$ cat src/verilog/acc_pkg.sv
// Package with register map, field positions, reset values and sequencer timing
package acc_pkg;

   // ****************************************************************
   // Register map and widths
   // ****************************************************************
   localparam int          ADDR_W         = 5;
   localparam int          DATA_W         = 8;
   localparam int          RES_W          = 12;
   localparam int          CNT_W          = 13;
   localparam logic [4:0]  ADDR_CTRL      = 5'h08;
   localparam logic [4:0]  ADDR_RES_HIGH  = 5'h09;
   localparam logic [4:0]  ADDR_RES_LOW   = 5'h0a;
   localparam logic [4:0]  ADDR_THRESH    = 5'h0b;

   // ****************************************************************
   // Control register fields and result split position
   // ****************************************************************
   localparam int          BIT_SINGLE     = 1;
   localparam int          BIT_BUSY       = 2;
   localparam int          BIT_DONE       = 3;
   localparam int          BIT_AUTO       = 4;
   localparam int          RATE_LSB       = 5;
   localparam int          RATE_W         = 3;
   localparam int          RES_SPLIT      = 4;

   // ****************************************************************
   // Reset values
   // ****************************************************************
   localparam logic [7:0]  RES_HIGH_RST   = 8'h00;
   localparam logic [7:0]  RES_LOW_RST    = 8'h00;
   localparam logic [7:0]  THRESH_RST     = 8'h00;
   localparam logic [2:0]  RATE_RST       = 3'h0;

   // ****************************************************************
   // Sequencer timing, in rising conversion clock edges
   // ****************************************************************
   localparam logic [12:0] EDGE_FIRST     = 13'h0001;
   localparam logic [12:0] EDGE_HOLD      = 13'h0019;  // 25th: request bit drops
   localparam logic [12:0] EDGE_READY     = 13'h0026;  // 38th: busy/done toggle
   localparam logic [12:0] EDGE_RESULT    = 13'h0027;  // 39th: result visible
   localparam logic [12:0] PERIOD_BASE    = 13'h0028;  // 40
   localparam logic [12:0] PERIOD_STEP    = 13'h0037;  // 55

   // Sequencer states
   typedef enum logic [2:0] {
      ACC_IDLE = 3'b001,
      ACC_CONV = 3'b010,
      ACC_HOLD = 3'b100
   } acc_state_t;

endpackage

$ cat src/verilog/acc_core.sv
// Conversion control, status, result and threshold registers of the ADC block
//
// How it works
// - Writing 0x02 to control register sets the single-conversion request bit D1.
// - Parallel port: request taken on the write strobe falling edge.
// - Serial port: request taken on rising edge of either select line.
// - Pending request is captured on next rising conversion clock edge.
// - A control register read before that edge cancels the pending request.
// - Bits D3..D1 read live sequencer state, not stored bits.
// - Request bit D1 clears at the 25th conversion clock edge.
// - Done D3 and busy D2 toggle at the 38th conversion clock edge.
// - Status changing mid serial read gives a parity error; host re-reads.
// - Parallel read data and parity follow status changes transparently.
// - Writing any value with bit 4 set (0x10, 0x30, ..., 0xF0) sets continuous-enable bit D4, repeating conversions.
// - Continuous period is 40 + 55*(2^N - 1) conversion clock cycles.
// - Continuous results stay until the next conversion replaces them.
// - Result high register holds bits 11..4, low register bits 3..0.
// - Upper four bits of the low result register read zero.
// - Both result registers clear on power-on or reset input.
// - Threshold register holds host-written 8-bit comparator threshold code.
// - Threshold register returns to 0x00 after any reset.
// - Results keep old value until the 39th conversion clock edge.
// - Sequencer resets only at power-up, not by reset input or soft reset.
// - Clearing continuous-enable stops only after current conversion ends.
module acc_core
   import acc_pkg::*;
#(
   parameter bit       ODD_PARITY = 1'b1
) (
   input  wire logic                        core_clk,
   input  wire logic                        rst_b,
   input  wire logic                        por_b,
   input  wire logic                        soft_reset,
   input  wire logic                        conv_clk_pin,
   input  wire logic                        par_we_b,
   input  wire logic                        par_oe_b,
   input  wire logic [acc_pkg::ADDR_W-1:0]  par_addr,
   input  wire logic [acc_pkg::DATA_W-1:0]  par_wdata,
   output logic      [acc_pkg::DATA_W-1:0]  par_rdata,
   output logic                             par_parity,
   output logic                             par_data_oe,
   input  wire logic                        host_a_select,
   input  wire logic                        host_b_select,
   input  wire logic                        spi_write,
   input  wire logic [acc_pkg::ADDR_W-1:0]  spi_addr,
   input  wire logic [acc_pkg::DATA_W-1:0]  spi_wdata,
   output logic      [acc_pkg::DATA_W-1:0]  spi_rdata,
   output logic                             spi_parity,
   input  wire logic [acc_pkg::RES_W-1:0]   sar_result,
   output logic      [acc_pkg::DATA_W-1:0]  threshold_code_bits,
   output logic                             conv_busy
);
   import acc_pkg::*;

   localparam int SYNC_W = 6 + 2 * ADDR_W + 2 * DATA_W;

   // ****************************************************************
   // Functions
   // ****************************************************************
   // Continuous conversion period for a rate code
   function automatic logic [CNT_W-1:0] conv_period(input logic [RATE_W-1:0] n);
      logic [CNT_W-1:0] steps;
      steps = (CNT_W'(1) << n) - CNT_W'(1);
      conv_period = PERIOD_BASE + CNT_W'(PERIOD_STEP * steps);
   endfunction

   // Parity bit over one byte
   function automatic logic byte_parity(input logic [DATA_W-1:0] d);
      byte_parity = (^d) ^ ODD_PARITY;
   endfunction

   // ****************************************************************
   // Synchronisers for all host pins and the conversion clock
   // ****************************************************************
   logic [SYNC_W-1:0] pins_sync;
   logic              we_b_s, oe_b_s, sel_a_s, sel_b_s, spi_wr_s, cclk_s;
   logic [ADDR_W-1:0] par_addr_s, spi_addr_s;
   logic [DATA_W-1:0] par_wdata_s, spi_wdata_s;

   acc_sync #(
      .W    (SYNC_W),
      .INIT (1'b1)
   ) u_sync (
      .core_clk (core_clk),
      .rst_b    (por_b),
      .async_in ({par_we_b, par_oe_b, host_a_select, host_b_select, spi_write,
                  conv_clk_pin, par_addr, spi_addr, par_wdata, spi_wdata}),
      .sync_out (pins_sync)
   );

   assign {we_b_s, oe_b_s, sel_a_s, sel_b_s, spi_wr_s, cclk_s,
           par_addr_s, spi_addr_s, par_wdata_s, spi_wdata_s} = pins_sync;

   // Previous synchronised levels for edge detection
   logic we_b_reg, oe_b_reg, sel_a_reg, sel_b_reg, cclk_reg;

   always_ff @(posedge core_clk or negedge por_b) begin
      if (!por_b) begin
         we_b_reg  <= 1'b1;
         oe_b_reg  <= 1'b1;
         sel_a_reg <= 1'b1;
         sel_b_reg <= 1'b1;
         cclk_reg  <= 1'b1;
      end else begin
         we_b_reg  <= we_b_s;
         oe_b_reg  <= oe_b_s;
         sel_a_reg <= sel_a_s;
         sel_b_reg <= sel_b_s;
         cclk_reg  <= cclk_s;
      end
   end

   // ****************************************************************
   // Host access events
   // ****************************************************************
   // Select rise ends a serial frame; select fall starts it
   wire par_wr_ev  = we_b_reg & ~we_b_s;
   wire par_rd_ev  = oe_b_reg & ~oe_b_s;
   wire sel_rise   = (~sel_a_reg & sel_a_s) | (~sel_b_reg & sel_b_s);
   wire sel_fall   = (sel_a_reg & ~sel_a_s) | (sel_b_reg & ~sel_b_s);
   wire spi_wr_ev  = sel_rise & spi_wr_s;
   wire spi_rd_ev  = sel_fall & ~spi_wr_s;
   wire conv_edge  = ~cclk_reg & cclk_s;

   // Parallel write wins if both ports write in one cycle
   wire              wr_ev   = par_wr_ev | spi_wr_ev;
   wire [ADDR_W-1:0] wr_addr = par_wr_ev ? par_addr_s : spi_addr_s;
   wire [DATA_W-1:0] wr_data = par_wr_ev ? par_wdata_s : spi_wdata_s;

   wire ctrl_wr    = wr_ev & (wr_addr == ADDR_CTRL);
   wire thresh_wr  = wr_ev & (wr_addr == ADDR_THRESH);
   wire ctrl_rd    = (par_rd_ev & (par_addr_s == ADDR_CTRL)) |
                     (spi_rd_ev & (spi_addr_s == ADDR_CTRL));
   wire start_cmd  = wr_data[BIT_SINGLE];
   wire auto_cmd   = wr_data[BIT_AUTO];

   // ****************************************************************
   // Sequencer state, reset only at power-up
   // ****************************************************************
   acc_state_t       state_reg, state_next;
   logic [CNT_W-1:0] cnt_reg, cnt_next;
   logic             pend_single_reg, pend_auto_reg;
   logic             auto_reg, single_run_reg, done_reg, load_reg;
   logic [RATE_W-1:0] rate_reg;

   wire [CNT_W-1:0] period   = conv_period(rate_reg);
   wire             pend_any = pend_single_reg | pend_auto_reg;
   wire             can_start = (state_reg == ACC_IDLE) |
                                ((state_reg == ACC_HOLD) & (cnt_reg >= EDGE_RESULT));
   wire             auto_restart = (state_reg == ACC_HOLD) & auto_reg & (cnt_reg == period);
   wire             start_now = conv_edge & ((can_start & pend_any) | auto_restart);

   // Next state of the conversion sequencer
   always_comb begin
      state_next = state_reg;
      cnt_next   = cnt_reg;
      if (start_now) begin
         state_next = ACC_CONV;
         cnt_next   = EDGE_FIRST;
      end else if (conv_edge) begin
         case (state_reg)
            ACC_IDLE: begin
               cnt_next = cnt_reg;
            end
            ACC_CONV: begin
               cnt_next = cnt_reg + CNT_W'(1);
               if (cnt_next == EDGE_READY) begin
                  state_next = ACC_HOLD;
               end
            end
            ACC_HOLD: begin
               cnt_next = cnt_reg + CNT_W'(1);
               if (!auto_reg && cnt_reg >= EDGE_RESULT) begin
                  state_next = ACC_IDLE;
               end
            end
            default: begin
               state_next = ACC_IDLE;
            end
         endcase
      end
   end

   // Sequencer registers; the reset input deliberately does not reach them
   always_ff @(posedge core_clk or negedge por_b) begin
      if (!por_b) begin
         state_reg <= ACC_IDLE;
         cnt_reg   <= '0;
      end else begin
         state_reg <= state_next;
         cnt_reg   <= cnt_next;
      end
   end

   // Pending commands: a new write wins over a same-cycle cancelling read
   always_ff @(posedge core_clk or negedge por_b) begin
      if (!por_b) begin
         pend_single_reg <= 1'b0;
         pend_auto_reg   <= 1'b0;
      end else if (ctrl_wr) begin
         pend_single_reg <= start_cmd;
         pend_auto_reg   <= auto_cmd;
      end else if (ctrl_rd) begin
         pend_single_reg <= 1'b0;
         pend_auto_reg   <= 1'b0;
      end else if (conv_edge && can_start) begin
         pend_single_reg <= 1'b0;
         pend_auto_reg   <= 1'b0;
      end
   end

   // Mode bits: stop takes effect at once but never aborts a conversion
   always_ff @(posedge core_clk or negedge por_b) begin
      if (!por_b) begin
         auto_reg <= 1'b0;
         rate_reg <= RATE_RST;
      end else if (ctrl_wr) begin
         rate_reg <= wr_data[RATE_LSB +: RATE_W];
         if (!auto_cmd) begin
            auto_reg <= 1'b0;
         end
      end else if (conv_edge && can_start && pend_auto_reg) begin
         auto_reg <= 1'b1;
      end
   end

   // Done flag and result load strobe
   always_ff @(posedge core_clk or negedge por_b) begin
      if (!por_b) begin
         done_reg       <= 1'b0;
         single_run_reg <= 1'b0;
         load_reg       <= 1'b0;
      end else begin
         load_reg <= conv_edge & (state_reg == ACC_HOLD) & (cnt_next == EDGE_RESULT);
         if (start_now) begin
            done_reg       <= 1'b0;
            single_run_reg <= ~auto_restart & pend_single_reg;
         end else if (conv_edge && state_next == ACC_HOLD && state_reg == ACC_CONV) begin
            done_reg <= 1'b1;
         end
      end
   end

   // ****************************************************************
   // Result and threshold registers, cleared by any reset
   // ****************************************************************
   logic [DATA_W-1:0] res_high_reg, res_low_reg, thresh_reg;
   wire               any_rst_b = rst_b & por_b;

   always_ff @(posedge core_clk or negedge any_rst_b) begin
      if (!any_rst_b) begin
         res_high_reg <= RES_HIGH_RST;
         res_low_reg  <= RES_LOW_RST;
         thresh_reg   <= THRESH_RST;
      end else if (soft_reset) begin
         res_high_reg <= RES_HIGH_RST;
         res_low_reg  <= RES_LOW_RST;
         thresh_reg   <= THRESH_RST;
      end else begin
         if (load_reg) begin
            // Held until the 39th edge of the next conversion
            res_high_reg <= sar_result[RES_W-1:RES_SPLIT];
            res_low_reg  <= {4'h0, sar_result[RES_SPLIT-1:0]};
         end
         if (thresh_wr) begin
            thresh_reg <= wr_data;
         end
      end
   end

   // ****************************************************************
   // Live status and read data
   // ****************************************************************
   // Status bits come straight from sequencer state, never latched
   wire busy_now   = (state_reg == ACC_CONV);
   wire single_now = pend_single_reg |
                     (busy_now & single_run_reg & (cnt_reg < EDGE_HOLD));
   // Auto bit shows a pending start too, as the request bit does
   wire [DATA_W-1:0] ctrl_view = {rate_reg, auto_reg | pend_auto_reg, done_reg, busy_now,
                                  single_now, 1'b0};

   function automatic logic [DATA_W-1:0] read_mux(input logic [ADDR_W-1:0] a,
                                                  input logic [DATA_W-1:0] c,
                                                  input logic [DATA_W-1:0] h,
                                                  input logic [DATA_W-1:0] l,
                                                  input logic [DATA_W-1:0] t);
      case (a)
         ADDR_CTRL:     read_mux = c;
         ADDR_RES_HIGH: read_mux = h;
         ADDR_RES_LOW:  read_mux = l;
         ADDR_THRESH:   read_mux = t;
         default:       read_mux = 8'h00;
      endcase
   endfunction

   // Parallel read follows status during the strobe, no snapshot
   assign par_rdata   = read_mux(par_addr_s, ctrl_view, res_high_reg, res_low_reg,
                                 thresh_reg);
   assign par_parity  = byte_parity(par_rdata);
   assign par_data_oe = ~oe_b_s;

   // Serial read is live too; a change mid-frame shows as bad parity
   assign spi_rdata   = read_mux(spi_addr_s, ctrl_view, res_high_reg, res_low_reg,
                                 thresh_reg);
   assign spi_parity  = byte_parity(spi_rdata);

   assign threshold_code_bits = thresh_reg;
   assign conv_busy           = busy_now;

endmodule

$ cat src/verilog/acc_sync.sv
// Two-flop synchroniser for a vector of asynchronous inputs
module acc_sync #(
   parameter int       W    = 1,
   parameter logic     INIT = 1'b0
) (
   input  wire logic         core_clk,
   input  wire logic         rst_b,
   input  wire logic [W-1:0] async_in,
   output logic [W-1:0]      sync_out
);

   logic [W-1:0] meta_reg;

   // ****************************************************************
   // First flop feeds only the second
   // ****************************************************************
   always_ff @(posedge core_clk or negedge rst_b) begin
      if (!rst_b) begin
         meta_reg <= {W{INIT}};
         sync_out <= {W{INIT}};
      end else begin
         meta_reg <= async_in;
         sync_out <= meta_reg;
      end
   end

endmodule

$ cat config.mk
export PLATFORM = sky130hd
export DESIGN_NAME = acc_core
export DESIGN_NICKNAME = d
export VERILOG_FILES = /design/src/verilog/acc_pkg.sv /design/src/verilog/acc_core.sv /design/src/verilog/acc_sync.sv
export SDC_FILE = /design/constraint.sdc
export NUM_CORES = 1
export LEC_CHECK = 0
export BUFFER_PORTS_ARGS = -buffer_cell sky130_fd_sc_hd__buf_2
export CAP_MARGIN = 20
export CORE_MARGIN = 5
export CORE_UTILIZATION = 60
export CTS_CLUSTER_SIZE = 40
export DETAILED_ROUTE_END_ITERATION = 8
export GPL_TIMING_DRIVEN = 0
export PLACE_DENSITY = 0.82
export SYNTH_ARGS = -nofsm -noshare
export SYNTH_HDL_FRONTEND = slang
export SYNTH_HIERARCHICAL = 1
export SYNTH_SLANG_ARGS = --single-unit
$ cat constraint.sdc
create_clock -name core_clk -period 11 [get_ports core_clk]
set_input_delay 2.2 -clock core_clk [delete_from_list [all_inputs] [get_ports core_clk]]
set_output_delay 2.2 -clock core_clk [all_outputs]
set_load 0.03 [all_outputs]
==> flow_summary.json <==
{
  "status": "finished clean",
  "track_usage": 0.2397,
  "cts_root_buffer": "clkbuf_8",
  "die_h_um": 115.0,
  "synth_warnings": 6,
  "synth-seq-cells": 114,
  "p_total_mw": 2.779,
  "vias_per_cell": 5.717,
  "avgSynthCellArea_um2": 10.68,
  "cp_max_fo": 10,
  "first_pass_iters": 6,
  "portBuffers": 74,
  "ir_worst_vdd_mv": 0.3004,
  "clkPwrFrac": 0.193,
  "async_flop_share": 1.000,
  "hp-class": "register to register",
  "worst_pin_slew_ns": 1.107,
  "pwr-share-seq": 0.182,
  "wire_per_inst_um": 17.26,
  "period_minus_slack_ns": 6.880,
  "cp.required_ns": 11.38,
  "cp.arrival_ns": 7.26,
  "max_freq_ghz": 0.1454,
  "synth_edf_count": 0,
  "drt_iter0_markers": 533,
  "cts_max_level": 4,
  "placed_cell_area_mm2": 0.007212,
  "worst-path-buf-inv": 5,
  "holdBufCountCts": 0,
  "core_mm2": 0.01084,
  "finish.instance_area_mm2": 0.007802,
  "place.gp.congestion": 0.9030,
  "max_cap_viol_count": 0,
  "setup_tns_ns": 0,
  "fin_nets": 822,
  "rsz0062_at_grt": "no",
  "numCtsBuffers": 17,
  "synth_area_mm2": 0.006610,
  "p_per_area_mw_per_mm2": 356.1,
  "max_slew_margin": 0.2603,
  "yosysSeqAreaShare": 0.4448,
  "clk_path_buf_depth": 2,
  "crit_chain": "clkbuf_1, nand2_1, ha_1, clkbuf_1, xor2_1, o21ai_0, inv_1, fa_1, fa_1, fa_1, inv_1, ha_1, ha_1, o21ai_0, a21oi_1, o22ai_2, xnor2_1, or4_4, a2111oi_4, buf_6, nor3_1",
  "wl_um": 15070,
  "met3_usage": 0.05105,
  "layout_setup_ws_ns": 4.120,
  "synth_cell_types": 67,
  "slowest_stage": "o21ai_0",
  "drc": 0,
  "grt_pass1_vias": 5093,
  "multi_input_area_mm2": 0.003354,
  "antenna_found_initial": 0,
  "start_kind": "register",
  "critPathTopFamily": "adder cells",
  "synth_top_cell_area_share": 0.2783,
  "overflow": 0,
  "top_usage_layer": "met2",
  "cts_tree": "built",
  "clkLatencyLatePin_ns": 0.53,
  "post-dp-hpwl_um": 11150,
  "critPathKind": "register to register",
  "power_leakage_nw": 3.454,
  "cts-resized-gates": 0,
  "cts.sinks": 114,
  "die_area_mm2": 0.01322,
  "clk_pin_slew_ns": 0.06,
  "synth.area.top_cells": "dfstp_2, dfrtp_1, fa_1",
  "die_w_um": 115.0,
  "drive_gt1_frac": 0.2769,
  "setup_viol": 0,
  "grt_max_degree": 84,
  "preCtsSetupSlack_ns": 4.183,
  "syn_inst": 619,
  "register_area_mm2": 0.002940,
  "vias": 4991,
  "setup.worst_path.end_class": "register",
  "cpPeakStageDelay_ns": 0.65,
  "whs_ns": 0.3516,
  "fin_skew_ns": 0.009751,
  "switching_power_mw": 1.203,
  "rows": 38,
  "post_cts_buffers": 0,
  "synthToLayoutAreaGrowth_pct": 18.04,
  "antenna_left": 0,
  "n_antenna_cell": 0,
  "io_pins": 76,
  "grt_pass1_wl_um": 24540,
  "n_fill_cell": 760,
  "p_comb_frac": 0.625,
  "start_util": 0.6098,
  "synth_top_area_cell": "dfstp_2",
  "final_hold_viol_count": 0,
  "use_met1": 0.3122,
  "slew_viol_final": 0,
  "grt_use_met2": 0.3885,
  "switching_share": 0.4328,
  "p_int_mw": 1.576,
  "yosys_most_used_dff": "dfstp_2",
  "fin_crit_sh": 0.6254
}
==> Yosys cell counts (4+ instances only) <==
master    number
ha_1          30
mux2_2         6
mux4_2         4
xor2_1        15
mux2i_1       30
fa_1          24
clkbuf_1      25
nor2_1        44
nor3_1        25
a31oi_1        5
nor4_1         7
a21oi_1       25
o21ai_0       19
xnor2_1       40
nand2_1       35
dfrtp_1       44
dfstp_2       70
nand3_1        9
inv_1         53
and3_1         4
nand2b_1       5
buf_1          5
nand4_1        7
and2_1         8
o21a_1         6
nor2b_1       10
nor3b_1        5
==> worst paths after layout <==
kind                                                from                                  to  slack (ns)  cells past startpoint
max                              rate_reg[0]$_DFFE_PN0P_                cnt_reg[7]$_DFF_PN0_        4.12                     21
min                        u_sync/meta_reg[26]$_DFF_PN1_       u_sync/sync_out[26]$_DFF_PN1_        0.35                      0
max reg2reg                      rate_reg[0]$_DFFE_PN0P_                cnt_reg[7]$_DFF_PN0_        4.12                     21
min reg2reg                u_sync/meta_reg[26]$_DFF_PN1_       u_sync/sync_out[26]$_DFF_PN1_        0.35                      0
max in group asynchronous                          por_b  threshold_code_bits[7]$_DFFE_PN0P_        7.88                      3
min in group asynchronous                          por_b              state_reg[1]$_DFF_PN0_        1.53                      1
==> power by group through the flow <==
stage	sequential, mW	clock, mW	combinational (mW)
final	0.505	0.538	1.74
after detailed placement	0.510	0	1.73
after CTS	0.504	0.542	1.75
after global placement	0.508	0	1.64
after floorplan	0.501	0	1.41
after global routing	0.510	0.560	1.96
==> cell type report <==
class	count	share of cell area
Buffer	34	0.01780
Clock buffer	23	0.06398
Clock inverter	9	0.01171
Inverter	54	0.02598
Multi-Input combinational cell	424	0.4299
Sequential cell	114	0.3768
Tap cell	140	0.02245
Timing Repair Buffer	75	0.05131
==> cell families (layout without fill, tap and decap cells) <==
group,Yosys count,in the layout,share of synthesized area
other,2,9,0.001136
adder cells (fa/ha/maj),54,54,0.1295
multiplexers,40,40,0.06928
AO/OA/AOI/OAI,86,86,0.08689
flip-flops,114,114,0.4448
buffers and inverters,88,195,0.05167
XOR/XNOR,56,56,0.07647
AND/OR/NAND/NOR,179,179,0.1403
==> layer usage <==
layer	up-vias	share of wire
li1	2296	-
met1	2452	0.41
met2	201	0.49
met3	42	0.061
met4	0	0.032
met5	-	0
==> per-stage QoR <==
| stage | util | cells |
|---|---|---|
| 3_3_place_gp | 0.6625 | 840 |
| 5_1_grt | 0.7198 | 873 |
| 6_report | 0.7198 | 873 |
| 4_1_cts | 0.7198 | 873 |
| 2_1_floorplan | - | 626 |
| 3_5_place_dp | 0.6653 | 841 |
==> layout by cell type (no fill, tap or decap), types with 10 or more instances in the layout <==
cell type | Yosys | layout
buf_2 | 2 | 75
dfstp_2 | 70 | 70
inv_1 | 53 | 53
nor2_1 | 44 | 44
dfrtp_1 | 44 | 44
xnor2_1 | 40 | 40
nand2_1 | 35 | 35
mux2i_1 | 30 | 30
ha_1 | 30 | 30
clkbuf_1 | 25 | 27
nor3_1 | 25 | 25
a21oi_1 | 25 | 25
fa_1 | 24 | 24
o21ai_0 | 19 | 19
clkbuf_16 | 0 | 18
xor2_1 | 15 | 15
nor2b_1 | 10 | 10
Power figures use the tool's default switching activity.
